$ cat src/core/ssa_cfg.svh
`ifndef SSA_CFG_SVH
`define SSA_CFG_SVH
// register byte offsets
`define SSA_OFF_DATA_LINE 12'h000
`define SSA_OFF_CLOCK_LINE 12'h004
`define SSA_OFF_CTRL 12'h008
`define SSA_OFF_COND1 12'h00C
`define SSA_OFF_COND2 12'h010
`define SSA_OFF_SAMPLED 12'h014
`define SSA_OFF_NEW_SAMPLE 12'h018
// control field positions
`define SSA_CTRL_ENABLE 0
`define SSA_CTRL_STRETCH_EN 1
`define SSA_CTRL_COND_STRETCH_EN 2
`define SSA_CTRL_STRETCH_ACTIVE 3
// reset values
`define SSA_RST_LINE_OUT 1'b1
`define SSA_RST_CTRL_BIT 1'b0
`define SSA_RST_FLAG 1'b0
// port b bit positions taken over
`define SSA_PB_CLOCK_BIT 4
`define SSA_PB_DATA_BIT 5
`endif

$ cat src/core/ssa_pkg.sv
package ssa_pkg;
    // apb request bundle
    typedef struct packed {
        logic psel;
        logic penable;
        logic pwrite;
        logic [11:0] paddr;
        logic [31:0] pwdata;
    } ssa_apb_req_s;
    // synchronised line levels
    typedef struct packed {
        logic clock_line;
        logic data_line;
    } ssa_lines_s;
    // stretch state machine
    typedef enum logic [1:0] {
        SSA_ST_IDLE = 2'b01,
        SSA_ST_HOLD = 2'b10
    } ssa_stretch_e;
endpackage

$ cat src/core/ssa_sync_serial_assist.sv
// The register offsets and the APB interface to the registers were chosen for this implementation.
`timescale 1ns/1ns
`include "ssa_cfg.svh"
module ssa_sync_serial_assist (
    input wire logic clk_i, // system clock 50 MHz
    input wire logic rst_i, // synchronous reset, high
    input wire logic ce_i, // clock enable, freezes state when low
    input wire ssa_pkg::ssa_apb_req_s apb_i, // apb request
    output logic [31:0] prdata_o, // apb read data
    output logic pready_o, // apb ready
    output logic pslverr_o, // apb error for unmapped
    input wire logic [7:0] port_b_out_i, // normal port drive values
    input wire logic [7:0] port_b_oe_i, // normal port drive enables
    input wire logic [7:0] port_b_line_i, // pad levels
    output logic [7:0] port_b_line_o, // pad drive values
    output logic [7:0] port_b_line_oe_o, // pad drive enables
    output logic first_condition_irq_o, // condition 1 pulse
    output logic second_condition_irq_o // condition 2 pulse
);
    // ==========================================================
    // registers and synchronisers
    logic data_line_out_r;
    logic clock_line_out_r;
    logic block_enable_r;
    logic stretch_enable_r;
    logic conditional_stretch_enable_r;
    logic first_condition_flag_r;
    logic second_condition_flag_r;
    logic sampled_data_bit_r;
    logic new_sample_flag_r;
    logic rise_at_setup_r;
    ssa_pkg::ssa_stretch_e stretch_r;
    ssa_pkg::ssa_lines_s meta_r;
    ssa_pkg::ssa_lines_s sync_r;
    ssa_pkg::ssa_lines_s prev_r;
    logic stretch_active_flag;
    logic wr_en;
    logic rd_en;
    logic mapped;
    logic clk_rise;
    logic clk_fall;
    logic data_rise;
    logic data_fall;
    logic cond1_hit;
    logic cond2_hit;
    logic [31:0] rdata_nxt;

    // ==========================================================
    // apb decode: zero wait states, access phase is the write moment
    assign pready_o = 1'b1;
    assign wr_en = ce_i && apb_i.psel && apb_i.penable && apb_i.pwrite;
    assign rd_en = ce_i && apb_i.psel && apb_i.penable && !apb_i.pwrite;
    assign stretch_active_flag = (stretch_r == ssa_pkg::SSA_ST_HOLD);

    // address decode and read mux, pins rather than stored values
    always_comb
    begin
        mapped = 1'b1;
        rdata_nxt = 32'h0000_0000;
        if (apb_i.paddr == `SSA_OFF_DATA_LINE)
        begin
            rdata_nxt[0] = sync_r.data_line;
        end
        else if (apb_i.paddr == `SSA_OFF_CLOCK_LINE)
        begin
            rdata_nxt[0] = sync_r.clock_line;
        end
        else if (apb_i.paddr == `SSA_OFF_CTRL)
        begin
            rdata_nxt[`SSA_CTRL_ENABLE] = block_enable_r;
            rdata_nxt[`SSA_CTRL_STRETCH_EN] = stretch_enable_r;
            rdata_nxt[`SSA_CTRL_COND_STRETCH_EN] = conditional_stretch_enable_r;
            rdata_nxt[`SSA_CTRL_STRETCH_ACTIVE] = stretch_active_flag;
        end
        else if (apb_i.paddr == `SSA_OFF_COND1)
        begin
            rdata_nxt[0] = first_condition_flag_r;
        end
        else if (apb_i.paddr == `SSA_OFF_COND2)
        begin
            rdata_nxt[0] = second_condition_flag_r;
        end
        else if (apb_i.paddr == `SSA_OFF_SAMPLED)
        begin
            rdata_nxt[0] = sampled_data_bit_r;
        end
        else if (apb_i.paddr == `SSA_OFF_NEW_SAMPLE)
        begin
            rdata_nxt[0] = new_sample_flag_r;
        end
        else
        begin
            mapped = 1'b0;
        end
    end

    // read data from a flop: captured in setup, stands through access
    // keeps zero wait states at the cost of one cycle of pin staleness
    always_ff @(posedge clk_i)
    begin
        if (rst_i)
        begin
            prdata_o <= 32'h0000_0000;
        end
        else if (ce_i)
        begin
            prdata_o <= (apb_i.psel && !apb_i.penable) ? rdata_nxt : 32'h0000_0000;
        end
    end

    // error stays combinational, it qualifies the handshake
    assign pslverr_o = apb_i.psel && apb_i.penable && !mapped;

    // ==========================================================
    // writable registers
    always_ff @(posedge clk_i)
    begin
        if (rst_i)
        begin
            data_line_out_r <= `SSA_RST_LINE_OUT;
            clock_line_out_r <= `SSA_RST_LINE_OUT;
            block_enable_r <= `SSA_RST_CTRL_BIT;
            stretch_enable_r <= `SSA_RST_CTRL_BIT;
            conditional_stretch_enable_r <= `SSA_RST_CTRL_BIT;
        end
        else if (wr_en)
        begin
            if (apb_i.paddr == `SSA_OFF_DATA_LINE)
            begin
                data_line_out_r <= apb_i.pwdata[0];
            end
            else if (apb_i.paddr == `SSA_OFF_CLOCK_LINE)
            begin
                clock_line_out_r <= apb_i.pwdata[0];
            end
            else if (apb_i.paddr == `SSA_OFF_CTRL)
            begin
                block_enable_r <= apb_i.pwdata[`SSA_CTRL_ENABLE];
                stretch_enable_r <= apb_i.pwdata[`SSA_CTRL_STRETCH_EN];
                conditional_stretch_enable_r <= apb_i.pwdata[`SSA_CTRL_COND_STRETCH_EN];
            end
        end
    end

    // ==========================================================
    // line synchronisers, first stage read only by second
    always_ff @(posedge clk_i)
    begin
        if (rst_i)
        begin
            meta_r <= '1;
            sync_r <= '1;
            prev_r <= '1;
        end
        else if (ce_i)
        begin
            meta_r.clock_line <= port_b_line_i[`SSA_PB_CLOCK_BIT];
            meta_r.data_line <= port_b_line_i[`SSA_PB_DATA_BIT];
            sync_r <= meta_r;
            prev_r <= sync_r;
        end
    end

    // edges from synchronised values only; direction plays no part
    assign clk_rise = sync_r.clock_line && !prev_r.clock_line;
    assign clk_fall = !sync_r.clock_line && prev_r.clock_line;
    assign data_rise = sync_r.data_line && !prev_r.data_line;
    assign data_fall = !sync_r.data_line && prev_r.data_line;
    // clock must be high before and after the data edge
    assign cond1_hit = ce_i && block_enable_r && data_fall
        && sync_r.clock_line && prev_r.clock_line;
    assign cond2_hit = ce_i && block_enable_r && data_rise
        && sync_r.clock_line && prev_r.clock_line;

    // ==========================================================
    // condition flags: detection wins over a clearing write
    always_ff @(posedge clk_i)
    begin
        if (rst_i)
        begin
            first_condition_flag_r <= `SSA_RST_FLAG;
            second_condition_flag_r <= `SSA_RST_FLAG;
        end
        else
        begin
            if (cond1_hit)
            begin
                first_condition_flag_r <= 1'b1;
            end
            else if (wr_en && apb_i.paddr == `SSA_OFF_COND1)
            begin
                first_condition_flag_r <= 1'b0;
            end
            if (cond2_hit)
            begin
                second_condition_flag_r <= 1'b1;
            end
            else if (wr_en && apb_i.paddr == `SSA_OFF_COND2)
            begin
                second_condition_flag_r <= 1'b0;
            end
        end
    end

    // one-cycle interrupt pulses, registered
    always_ff @(posedge clk_i)
    begin
        if (rst_i)
        begin
            first_condition_irq_o <= 1'b0;
            second_condition_irq_o <= 1'b0;
        end
        else if (ce_i)
        begin
            first_condition_irq_o <= cond1_hit;
            second_condition_irq_o <= cond2_hit;
        end
    end

    // ==========================================================
    // sampling on clock rise; a read clears, a new rise wins
    always_ff @(posedge clk_i)
    begin
        if (rst_i)
        begin
            sampled_data_bit_r <= `SSA_RST_FLAG;
            new_sample_flag_r <= `SSA_RST_FLAG;
            rise_at_setup_r <= 1'b0;
        end
        else if (ce_i)
        begin
            // a sample landing on the setup edge was not in the read data
            rise_at_setup_r <= clk_rise;
            if (clk_rise)
            begin
                sampled_data_bit_r <= sync_r.data_line;
                new_sample_flag_r <= 1'b1;
            end
            else if (rd_en && apb_i.paddr == `SSA_OFF_SAMPLED && !rise_at_setup_r)
            begin
                new_sample_flag_r <= 1'b0;
            end
        end
    end

    // ==========================================================
    // stretch machine; a same-cycle release write does not stop a fall entering hold
    always_ff @(posedge clk_i)
    begin
        if (rst_i)
        begin
            stretch_r <= ssa_pkg::SSA_ST_IDLE;
        end
        else if (ce_i)
        begin
            case (stretch_r)
                ssa_pkg::SSA_ST_IDLE:
                begin
                    if (block_enable_r && clk_fall && (stretch_enable_r
                        || (conditional_stretch_enable_r && first_condition_flag_r)))
                    begin
                        stretch_r <= ssa_pkg::SSA_ST_HOLD;
                    end
                end
                ssa_pkg::SSA_ST_HOLD:
                begin
                    if (wr_en && apb_i.paddr == `SSA_OFF_SAMPLED)
                    begin
                        stretch_r <= ssa_pkg::SSA_ST_IDLE;
                    end
                end
                default:
                begin
                    stretch_r <= ssa_pkg::SSA_ST_IDLE;
                end
            endcase
        end
    end

    // ==========================================================
    // pad muxing: open drain, drive low only, ignore port direction
    always_comb
    begin
        port_b_line_o = port_b_out_i;
        port_b_line_oe_o = port_b_oe_i;
        if (block_enable_r)
        begin
            port_b_line_o[`SSA_PB_CLOCK_BIT] = 1'b0;
            port_b_line_o[`SSA_PB_DATA_BIT] = 1'b0;
            port_b_line_oe_o[`SSA_PB_CLOCK_BIT] = !clock_line_out_r
                || stretch_active_flag;
            port_b_line_oe_o[`SSA_PB_DATA_BIT] = !data_line_out_r;
        end
    end

    // ==========================================================
    // checks
    property p_cond1_sets;
        @(posedge clk_i) disable iff (rst_i) cond1_hit |=> first_condition_flag_r;
    endproperty
    a_cond1_sets: assert property (p_cond1_sets) else $error("flag1 not set");

    property p_cond1_clear;
        @(posedge clk_i) disable iff (rst_i)
        (wr_en && apb_i.paddr == `SSA_OFF_COND1 && !cond1_hit) |=> !first_condition_flag_r;
    endproperty
    a_cond1_clear: assert property (p_cond1_clear) else $error("flag1 not cleared");

    property p_irq1;
        @(posedge clk_i) disable iff (rst_i)
        $rose(first_condition_flag_r) |-> first_condition_irq_o;
    endproperty
    a_irq1: assert property (p_irq1) else $error("irq1 missing");

    property p_cond2_sets;
        @(posedge clk_i) disable iff (rst_i)
        cond2_hit |=> second_condition_flag_r && second_condition_irq_o;
    endproperty
    a_cond2_sets: assert property (p_cond2_sets) else $error("flag2 or irq2 missing");

    property p_cond2_clear;
        @(posedge clk_i) disable iff (rst_i)
        (wr_en && apb_i.paddr == `SSA_OFF_COND2 && !cond2_hit) |=> !second_condition_flag_r;
    endproperty
    a_cond2_clear: assert property (p_cond2_clear) else $error("flag2 not cleared");

    property p_stretch_hold;
        @(posedge clk_i) disable iff (rst_i)
        (ce_i && block_enable_r && stretch_enable_r && clk_fall && !stretch_active_flag)
        |=> stretch_active_flag && port_b_line_oe_o[`SSA_PB_CLOCK_BIT];
    endproperty
    a_stretch_hold: assert property (p_stretch_hold) else $error("no stretch");

    property p_release;
        @(posedge clk_i) disable iff (rst_i)
        (ce_i && stretch_active_flag && wr_en && apb_i.paddr == `SSA_OFF_SAMPLED)
        |=> !stretch_active_flag;
    endproperty
    a_release: assert property (p_release) else $error("stretch not released");

    property p_sample;
        @(posedge clk_i) disable iff (rst_i)
        (ce_i && clk_rise) |=> sampled_data_bit_r == $past(sync_r.data_line) && new_sample_flag_r;
    endproperty
    a_sample: assert property (p_sample) else $error("sample wrong");

    property p_new_clear;
        @(posedge clk_i) disable iff (rst_i)
        (rd_en && apb_i.paddr == `SSA_OFF_SAMPLED && !clk_rise && !rise_at_setup_r)
        |=> !new_sample_flag_r;
    endproperty
    a_new_clear: assert property (p_new_clear) else $error("new flag not cleared");

    property p_idle_pins;
        @(posedge clk_i) disable iff (rst_i)
        !block_enable_r |-> port_b_line_oe_o == port_b_oe_i;
    endproperty
    a_idle_pins: assert property (p_idle_pins) else $error("pins taken while off");

    c_cond1: cover property (@(posedge clk_i) cond1_hit);
    c_cond2: cover property (@(posedge clk_i) cond2_hit);
    c_stretch: cover property (@(posedge clk_i) $rose(stretch_active_flag));
    c_sample: cover property (@(posedge clk_i) ce_i && clk_rise);
endmodule // ssa_sync_serial_assist

$ cat config.mk
export PLATFORM = sky130hd
export DESIGN_NAME = ssa_sync_serial_assist
export DESIGN_NICKNAME = d
export VERILOG_FILES = /design/src/core/ssa_pkg.sv /design/src/core/ssa_sync_serial_assist.sv
export VERILOG_INCLUDE_DIRS = /design/src /design/src/core
export SDC_FILE = /design/constraint.sdc
export NUM_CORES = 1
export LEC_CHECK = 0
export CAP_MARGIN = 10
export CORE_UTILIZATION = 55
export DETAILED_ROUTE_END_ITERATION = 6
export DONT_BUFFER_PORTS = 1
export PLACE_DENSITY_LB_ADDON = 0.3
export SETUP_SLACK_MARGIN = 0.02
export SLEW_MARGIN = 20
export SYNTH_ARGS = -nofsm -noshare
export SYNTH_HDL_FRONTEND = slang
export SYNTH_SLANG_ARGS = --single-unit
$ cat constraint.sdc
create_clock -name clk_i -period 2.8 [get_ports clk_i]
set_input_delay 0.56 -clock clk_i [delete_from_list [all_inputs] [get_ports clk_i]]
set_output_delay 0.56 -clock clk_i [all_outputs]
set_load 0.1 [all_outputs]
== Yosys cells after proc, flatten, opt, wreduce, memory -nomap -nowiden ==
Index checks and enable logic that the tools add are counted.
Storage, ports and cells
  output and inout port bits: 52
  flip-flop bits (word level): 52
  word-level logic and storage cells: 109
  bits of input ports: 74
Operators by class
  reduce and logical (&&, ||, !) cells: 48
  multiplexer cells: 29
  bitwise operators: 2
  equality and inequality tests: 10
Operators by type and width (count)
  $eq 12x5->1 const B: 3
  $logic_and 1x1->1: 26
  $eq 12x4->1 const B: 2
  $mux 1: 20
  $eq 12x3->1 const B: 1
  $logic_not 12->1: 1
  $logic_not 1->1: 10
  $mux 3: 3
  $mux 2: 4
  $reduce_and 2->1: 3
  $reduce_and 3->1: 2
  $reduce_bool 2->1: 3
  $mux 4: 1
  $pmux 2 s2: 1
  $reduce_and 4->1: 1
  $eq 2x1->1 const B: 1
  $eq 2x2->1 const B: 1
  $logic_or 1x1->1: 2
  $ne 2x1->1 const B: 1
  $ne 2x2->1 const B: 1
  $not 1->1: 2

== Logic depth before layout (Yosys ltp) ==
Gate-level depths: netlist of run 1.
  depth after elaboration: 10
  gate-level depth with buffers: 5
  depth with buffers taken out: 4

== Worst setup path after synthesis of run 1 ==
OpenSTA, ideal clock, no wires.
  kind: input to output
  from: in apb_i[34] (netlist bit)
  to: out pslverr_o
  slack: -0.193 ns
  stages: 3
  data required time: 2.240 ns
  arrival: 2.433 ns
  path through: clkbuf_1 > nand3_1 > a21oi_1
On the way
  longest elaborated chain between the ends: 10
Ends and longest elaborated chain
  from (decl): RTL line ssa_sync_serial_assist.sv:8  | input wire ssa_pkg::ssa_apb_req_s apb_i,
  $eq 12x5->1 (no line)
  $mux 1: RTL line ssa_sync_serial_assist.sv:87  | else if (apb_i.paddr == `SSA_OFF_NEW_SAMPLE)
  $mux 1: RTL line ssa_sync_serial_assist.sv:83  | else if (apb_i.paddr == `SSA_OFF_SAMPLED)
  $mux 1: RTL line ssa_sync_serial_assist.sv:79  | else if (apb_i.paddr == `SSA_OFF_COND2)
  $mux 1: RTL line ssa_sync_serial_assist.sv:75  | else if (apb_i.paddr == `SSA_OFF_COND1)
  $mux 1: RTL line ssa_sync_serial_assist.sv:68  | else if (apb_i.paddr == `SSA_OFF_CTRL)
  $mux 1: RTL line ssa_sync_serial_assist.sv:64  | else if (apb_i.paddr == `SSA_OFF_CLOCK_LINE)
  $mux 1 *: RTL line ssa_sync_serial_assist.sv:60  | if (apb_i.paddr == `SSA_OFF_DATA_LINE)
  $logic_not 1->1 *: RTL line ssa_sync_serial_assist.sv:112  | assign pslverr_o = apb_i.psel && apb_i.penable && !mapped;
  $logic_and 1x1->1 *: RTL line ssa_sync_serial_assist.sv:112
  to (decl): RTL line ssa_sync_serial_assist.sv:11  | output logic pslverr_o,
Every way passes the cells marked *; elsewhere a longest branch is shown, timed or not.

== Worst setup path after layout of run 1 ==
  from: in apb_i[32] (netlist bit)
  to: out pslverr_o
Same word-level chain as after synthesis.

==> impl_metrics.env, run 1 <==
export IMPL_synth_async_reset_ratio_pct=0
export IMPL_cell_internal_pwr_mw=0.4547
export IMPL_p_seq_share_pct=45.8
export IMPL_chipHeight_um=54.47
export IMPL_drt_iter0_markers=26
export IMPL_tritoncts_clock_tree="done"
export IMPL_synth_enable_flop_cells=0
export IMPL_timing_final_setup_violations=0
export IMPL_top_level_ports=126
export IMPL_netSwitchingPower_mw=0.3215
export IMPL_maxCapViolations=0
export IMPL_core_area_um2=2545
export IMPL_timing_critical_path_to_type="output port"
export IMPL_synthesis_instances=180
export IMPL_hold_class="in -> reg"
export IMPL_placement_io_buffers=0
export IMPL_seq_area_frac_synth_pct=31.74
export IMPL_number_of_global_route_vias_before_repair=884
export IMPL_worst_ir_drop_vdd_v=0.0003924
export IMPL_globalRoute_totalOverflow=0
export IMPL_cts_path_max_buffers=2
export IMPL_final_hold_viol_count=0
export IMPL_routed_via_count=1086
export IMPL_antenna_found_initial=0
export IMPL_grt_pass1_wl_um=4057
export IMPL_standard_cell_row_count=18
export IMPL_worst_hold_slack_ns=0.2889
export IMPL_globalRouteTotalUtil_pct=19.52
export IMPL_final_max_slew_violation_count=0
export IMPL_final_period_utilization_pct=84.19
export IMPL_sw_frac_of_total_pct=41.42
export IMPL_synth_ff_latch_count=24
export IMPL_synth_top_area_cell="dfxtp_1"
export IMPL_synth_most_common_cell="buf_4"
export IMPL_clkSlewWorstSetupHoldPaths_ns=0.13
export IMPL_run_status="complete, no violations"
export IMPL_setup_worst_path_start_class="input port"
export IMPL_crit_path_to="pslverr_o"
export IMPL_numClockSinks=24
export IMPL_netlist_area_leader_share_pct=31.74
export IMPL_peak_clock_frequency_supported_by_timing_mhz=424.2
export IMPL_drcViolationCount=0
export IMPL_p_leak_nw=0.5428
export IMPL_r2r_start="block_enable_r$_SDFFE_PP0P_"
export IMPL_top_reg_cell_synth="dfxtp_1"
export IMPL_worst_r2r_cell_count=4
export IMPL_floorplan_initialDensity_pct=59.49
export IMPL_antennaDiodeCount=0
export IMPL_vias_per_cell=5.513
export IMPL_finalNetCount=242
export IMPL_yosys_top_cells_area="dfxtp_1, buf_4, nand2b_1, mux2i_1, a21oi_1"
export IMPL_ant_nets=0
export IMPL_timing_critical_path_from="apb_i[32]"
export IMPL_hpwlAfterDp_um=2061
export IMPL_rrSetupSlack_ns=1.44
export IMPL_comb_power_share_pct=30.6
export IMPL_worst_endpoint_arrival_ns=1.80
export IMPL_criticalPathCategory="in -> out"
export IMPL_syn_to_final_growth_pct=-7.025
export IMPL_postCtsSetupBuffers=0
export IMPL_cts_root_buffer="clkbuf_4"
export IMPL_avgSynthCellArea_um2=8.411
export IMPL_clk_insertion_delay_late_ns=0.32
export IMPL_synth_warning_count=0
export IMPL_timing_worst_slew_pin_value_ns=0.9718
export IMPL_drive_gt1_share_pct=10.18
export IMPL_synth_area_um2=1514
export IMPL_cts_resized_gates=0
export IMPL_h_tree_depth=1
export IMPL_globalplace_congestion=0.8385
export IMPL_setup_total_negative_slack_ns=0
export IMPL_drt_pre_antenna_iters=4
export IMPL_synth_cells_most_frequent="buf_4, dfxtp_1, nand2b_1, a21oi_1"
export IMPL_number_of_buffers_created_by_cts=3
export IMPL_routed_wl_um=2736
export IMPL_slew_limit_headroom_pct=35.13
export IMPL_ctsHoldBuffers=0
export IMPL_power_per_cell_area_nw_per_um2=551.5
export IMPL_worst_endpoint_required_ns=2.24
export IMPL_final_setup_skew_ns=0.004637
export IMPL_final_period_minus_worst_setup_slack_ns=2.357
export IMPL_die_area_um2=2966
export IMPL_grt_max_degree=28
export IMPL_critical_path_max_fanout=4
export IMPL_floorplan_die_width_um=54.47
export IMPL_setup_repair_after_global_routing_missed_its_margin="false"
export IMPL_fillers=240
export IMPL_reg2reg_to="stretch_r[1]$_SDFFE_PP0P_"
export IMPL_power_clock_fraction_pct=23.6
export IMPL_number_of_distinct_standard_cells_referenced_by_the_synthesized_netlist=34
export IMPL_wl_per_cell_um=13.89
==> cell usage in the layout (no fill, tap or decap), types with 3 or more instances in the layout <==
| cell type | synthesis | layout |
|---|---|---|
| nand2_1 | 5 | 5 |
| inv_1 | 4 | 4 |
| dfxtp_1 | 24 | 24 |
| nor2_1 | 8 | 8 |
| mux2i_1 | 9 | 8 |
| buf_4 | 41 | 5 |
| nor3_1 | 4 | 4 |
| a21oi_1 | 13 | 12 |
| a211o_1 | 6 | 6 |
| conb_1 | 2 | 29 |
| clkbuf_4 | 0 | 3 |
| nand2b_1 | 17 | 17 |
| nor2b_1 | 9 | 7 |
==> worst max-delay path, stage by stage <==
cell,delay [ns]
or4_1,0.58
nor3_1,0.36
a21oi_4,0.29
==> final cells by class <==
| class | count | area (um2) | share of cell area (%) |
|---|---|---|---|
| inverters | 4 | 15.01 | 1.067 |
| multi-input cells | 130 | 800.8 | 56.89 |
| repair buffers | 5 | 37.54 | 2.667 |
| clock buffers | 4 | 36.28 | 2.578 |
| well taps | 30 | 37.54 | 2.667 |
| flip-flops and latches | 24 | 480.5 | 34.13 |
==> routing by layer <==
layer	share of wire [%]	wire length, um	GRT usage (%)
met1	39	1058	25.34
met3	8.9	244	3.056
met2	51	1385	30.49
met5	0	0	0
met4	1.7	47	11.11
==> worst min-delay path by stage <==
stage	from	end	slack [ns]	cells after the start
floorplan	meta_r[0]$_SDFFE_PP1P_	sync_r[0]$_SDFFE_PP1P_	0.43	1
global placement	meta_r[0]$_SDFFE_PP1P_	sync_r[0]$_SDFFE_PP1P_	0.44	1
detailed placement	meta_r[0]$_SDFFE_PP1P_	sync_r[0]$_SDFFE_PP1P_	0.45	1
CTS	rst_i	second_condition_flag_r$_SDFFE_PP0P_	0.28	1
global route	rst_i	prdata_o[1]$_SDFFE_PP0P_	0.27	1
finish	rst_i	prdata_o[1]$_SDFFE_PP0P_	0.29	1
==> power groups by stage <==
stage | registers [mW] | logic (mW) | clock network (mW)
2_1_floorplan | 0.361 | 0.350 | 0
3_3_place_gp | 0.363 | 0.235 | 0
3_5_place_dp | 0.363 | 0.237 | 0
4_1_cts | 0.356 | 0.237 | 0.187
5_1_grt | 0.357 | 0.246 | 0.203
6_report | 0.356 | 0.237 | 0.183
==> state kept, by name, indices dropped and copies added (netlist names) <==
register,cells
sampled_data_bit_r,1
data_line_out_r,1
clock_line_out_r,1
conditional_stretch_enable_r,1
prdata_o,4
rise_at_setup_r,1
second_condition_flag_r,1
stretch_enable_r,1
prev_r,2
second_condition_irq_o,1
new_sample_flag_r,1
sync_r,2
first_condition_irq_o,1
block_enable_r,1
stretch_r,2
first_condition_flag_r,1
meta_r,2
==> metrics by stage <==
step                worst slack (ns)  power, mW  cells  cell area [um2]  util, %
floorplan                     0.1146     0.7106    207             1619        -
global placement              0.4523     0.5971    193             1364    53.59
detailed placement            0.4295     0.6001    193             1371    53.88
CTS                           0.4227     0.7795    197             1408    55.31
global route                  0.3626     0.8056    197             1408    55.31
finish                        0.4427     0.7762    197             1408    55.31
==> kinds of logic after synthesis <==
kind of cell | share of synthesized area, %
buffers and inverters | 23.80
AO/OA/AOI/OAI | 13.55
other | 0.4961
multiplexers | 5.951
AND/OR/NAND/NOR | 24.46
flip-flops | 31.74
Power figures use the tool's default switching activity.
==> run 2: changes to the inputs <==
- ABC_AREA: unset -> 1
- clock period: 2.8 -> 2 ns (I/O delays scaled with it)
==> run 2 against run 1 <==
  * Clock skew shrank 0.0027 ns
  * Register-to-register slack lost 0.79 ns
  * Wire length grew 5.4%
  * Design area grew 7.8%
  * Largest power group unchanged
==> impl_metrics.env, run 2 <==
export IMPL_grtUsageMet3_pct=3.333
export IMPL_antennaDiodeCount=0
export IMPL_vias_per_cell=5.092
export IMPL_syn_to_final_growth_pct=-0.2464
export IMPL_worst_ir_drop_vdd_v=0.0005079
export IMPL_synth_warning_count=0
export IMPL_routed_via_count=1268
export IMPL_avgSynthCellArea_um2=6.853
export IMPL_netSwitchingPower_mw=0.5017
export IMPL_timing_critical_path_to_type="output port"
export IMPL_drive_gt1_share_pct=14.61
export IMPL_cts_resized_gates=0
export IMPL_run_status="complete, no violations"
export IMPL_mostFrequentLayoutCells="nand2_1, conb_1, inv_1, dfxtp_1"
export IMPL_timing_final_setup_violations=0
export IMPL_ant_nets=0
export IMPL_peak_clock_frequency_supported_by_timing_mhz=543.4
export IMPL_standard_cell_row_count=18
export IMPL_synthesis_instances=222
export IMPL_wl_per_cell_um=11.58
export IMPL_fillers=252
export IMPL_final_max_slew_violation_count=0
export IMPL_timing_critical_path_buf_inv=3
export IMPL_cell_by_cell_trace_of_the_critical_path="inv_1, nor2_1, inv_1, a31oi_2, buf_4"
export IMPL_cell_internal_pwr_mw=0.7321
export IMPL_detailedPlace_worstSlack_ns=0.2204
export IMPL_finalWorstSetupSlack_ns=0.1597
export IMPL_final_std_cells_w_o_fill=249
export IMPL_power_clock_fraction_pct=29.8
export IMPL_drt_pre_antenna_iters=4
export IMPL_number_of_buffers_created_by_cts=3
export IMPL_final_period_utilization_pct=92.01
export IMPL_clk_insertion_delay_late_ns=0.33
export IMPL_top_reg_cell_synth="dfxtp_1"
export IMPL_comb_power_share_pct=29.4
export IMPL_synth_area_um2=1521
export IMPL_setup_worst_path_start_class="register"
export IMPL_synth_cells_most_frequent="buf_4, nand2_1, inv_1, dfxtp_1"
export IMPL_drcViolationCount=0
export IMPL_setup_repair_after_global_routing_missed_its_margin="false"
export IMPL_regMostFlops="prdata_o"
export IMPL_finalNetCount=294
export IMPL_floorplan_initialDensity_pct=59.78
export IMPL_seq_area_frac_synth_pct=31.58
export IMPL_yosys_top_cells_area="dfxtp_1, buf_4, nand2_1, inv_1, a21oi_1"
export IMPL_critical_path_max_fanout=3
export IMPL_core_area_um2=2545
export IMPL_ctsHoldBuffers=0
export IMPL_largest_reg_flops=4
export IMPL_final_cell_area_um2=1518
export IMPL_placement_cell_area_um2=1465
export IMPL_synth_ff_latch_count=24
export IMPL_worst_endpoint_required_ns=1.60
export IMPL_timing_critical_path_slowest_cell_delay_ns=0.34
export IMPL_antenna_found_initial=0
export IMPL_drt_iter0_markers=49
export IMPL_hold_class="in -> reg"
export IMPL_worst_endpoint_arrival_ns=1.44
export IMPL_cts_root_buffer="clkbuf_4"
export IMPL_die_area_um2=2981
export IMPL_synth_async_reset_ratio_pct=0
export IMPL_hpwlAfterDp_um=2309
export IMPL_p_leak_nw=0.7023
export IMPL_synth_most_common_cell="buf_4"
export IMPL_routed_wl_um=2884
export IMPL_cell_with_the_largest_stage_delay_on_the_worst_path="dfxtp_1"
export IMPL_cpMostUsedCell="inv_1"
export IMPL_final_hold_viol_count=0
export IMPL_p_seq_share_pct=40.8
export IMPL_cp_top_family="buffers and inverters"
export IMPL_number_of_distinct_standard_cells_referenced_by_the_synthesized_netlist=26
export IMPL_grt_busiest_layer="met2"
export IMPL_met1_usage_pct=28.26
export IMPL_clkSlewWorstSetupHoldPaths_ns=0.14
export IMPL_synth_enable_flop_cells=0
export IMPL_globalRouteTotalUtil_pct=21.78
export IMPL_h_tree_depth=1
export IMPL_criticalPathCategory="reg -> out"
export IMPL_final_setup_skew_ns=0.001954
export IMPL_tritoncts_clock_tree="done"
export IMPL_synth_top_area_cell="dfxtp_1"
export IMPL_layout_commonest_cell="nand2_1"
export IMPL_grt_max_degree=18
export IMPL_floorplan_die_width_um=54.60
export IMPL_placement_io_buffers=0
export IMPL_grt_pass1_wl_um=4560
export IMPL_sw_frac_of_total_pct=40.66
export IMPL_cts_path_max_buffers=2
export IMPL_maxCapViolations=0
export IMPL_worst_hold_slack_ns=0.1144
export IMPL_postCtsSetupBuffers=0
export IMPL_globalplace_congestion=0.9017
export IMPL_global_route_usage_met2_pct=36.95
export IMPL_post_layout_total_power_mw=1.234
export IMPL_globalRoute_totalOverflow=0
export IMPL_chipHeight_um=54.60
export IMPL_netlist_area_leader_share_pct=31.58
export IMPL_final_period_minus_worst_setup_slack_ns=1.840
export IMPL_dpl_cell_count=245
export IMPL_number_of_global_route_vias_before_repair=1046
export IMPL_top_level_ports=126
export IMPL_power_per_cell_area_nw_per_um2=812.9
export IMPL_numClockSinks=24
run 2: cell count changes after synthesis, sizes merged, moves of 3 or more:
cell and change:
nand2 +34, or4 -4, mux2i -9, o21ai +12
clkbuf -4, nand2b -17, nor2 +14, a21oi +4
a211o -6, nor2b -9, nand3 +14, a211oi +3
inv +25
run 2: power by group through the flow:
| stage | clock network [mW] | registers (mW) | logic [mW] |
|---|---|---|---|
| 5_1_grt | 0.383 | 0.505 | 0.381 |
| 2_1_floorplan | 0 | 0.511 | 0.503 |
| 3_5_place_dp | 0 | 0.514 | 0.362 |
| 4_1_cts | 0.362 | 0.504 | 0.363 |
| 6_report | 0.367 | 0.504 | 0.363 |
| 3_3_place_gp | 0 | 0.513 | 0.357 |
run 2: cell type report:
class / count / area, um2 / share of cell area (%)
clock buffers: 3 / 22.52 / 1.484
clock inverters: 1 / 30.03 / 1.979
inverters: 29 / 108.9 / 7.172
multi-input cells: 151 / 743.2 / 48.97
flip-flops and latches: 24 / 480.5 / 31.66
well taps: 30 / 37.54 / 2.473
repair buffers: 11 / 95.09 / 6.265
run 2: cells by family after synthesis:
family	Yosys count	synth area share, %
and+or+nand+nor	84	25.17
buffers and inverters	74	28.45
AOI/OAI and AO/OA	38	14.31
DFF	24	31.58
other	2	0.4936
run 2: worst paths after layout:
kind	cells after the start	endpoint	from	slack [ns]
worst max-delay path	5	port_b_line_oe_o[4]	stretch_r[1]$_SDFFE_PP0P_	0.16
worst min-delay path	1	second_condition_flag_r$_SDFFE_PP0P_	rst_i	0.11
worst max register to register	7	stretch_r[0]$_SDFFE_PP1P_	block_enable_r$_SDFFE_PP0P_	0.65
worst min register to register	2	prdata_o[2]$_SDFFE_PP0P_	prdata_o[2]$_SDFFE_PP0P_	0.47
run 2: metrics by stage:
stage / util (%) / setup TNS, ns
2_1_floorplan: - / -0.2772
3_3_place_gp: 57.57 / 0
3_5_place_dp: 57.57 / 0
4_1_cts: 59.64 / 0
5_1_grt: 59.64 / 0
6_report: 59.64 / 0
run 2: per-layer routing:
| layer | part of all wire [%] | routed length, um | vias to the layer above |
|---|---|---|---|
| met5 | 0 | 0 | - |
| met4 | 1.1 | 31 | 0 |
| met3 | 8.5 | 244 | 5 |
| met2 | 50 | 1428 | 58 |
| met1 | 41 | 1179 | 568 |
| li1 | - | - | 637 |
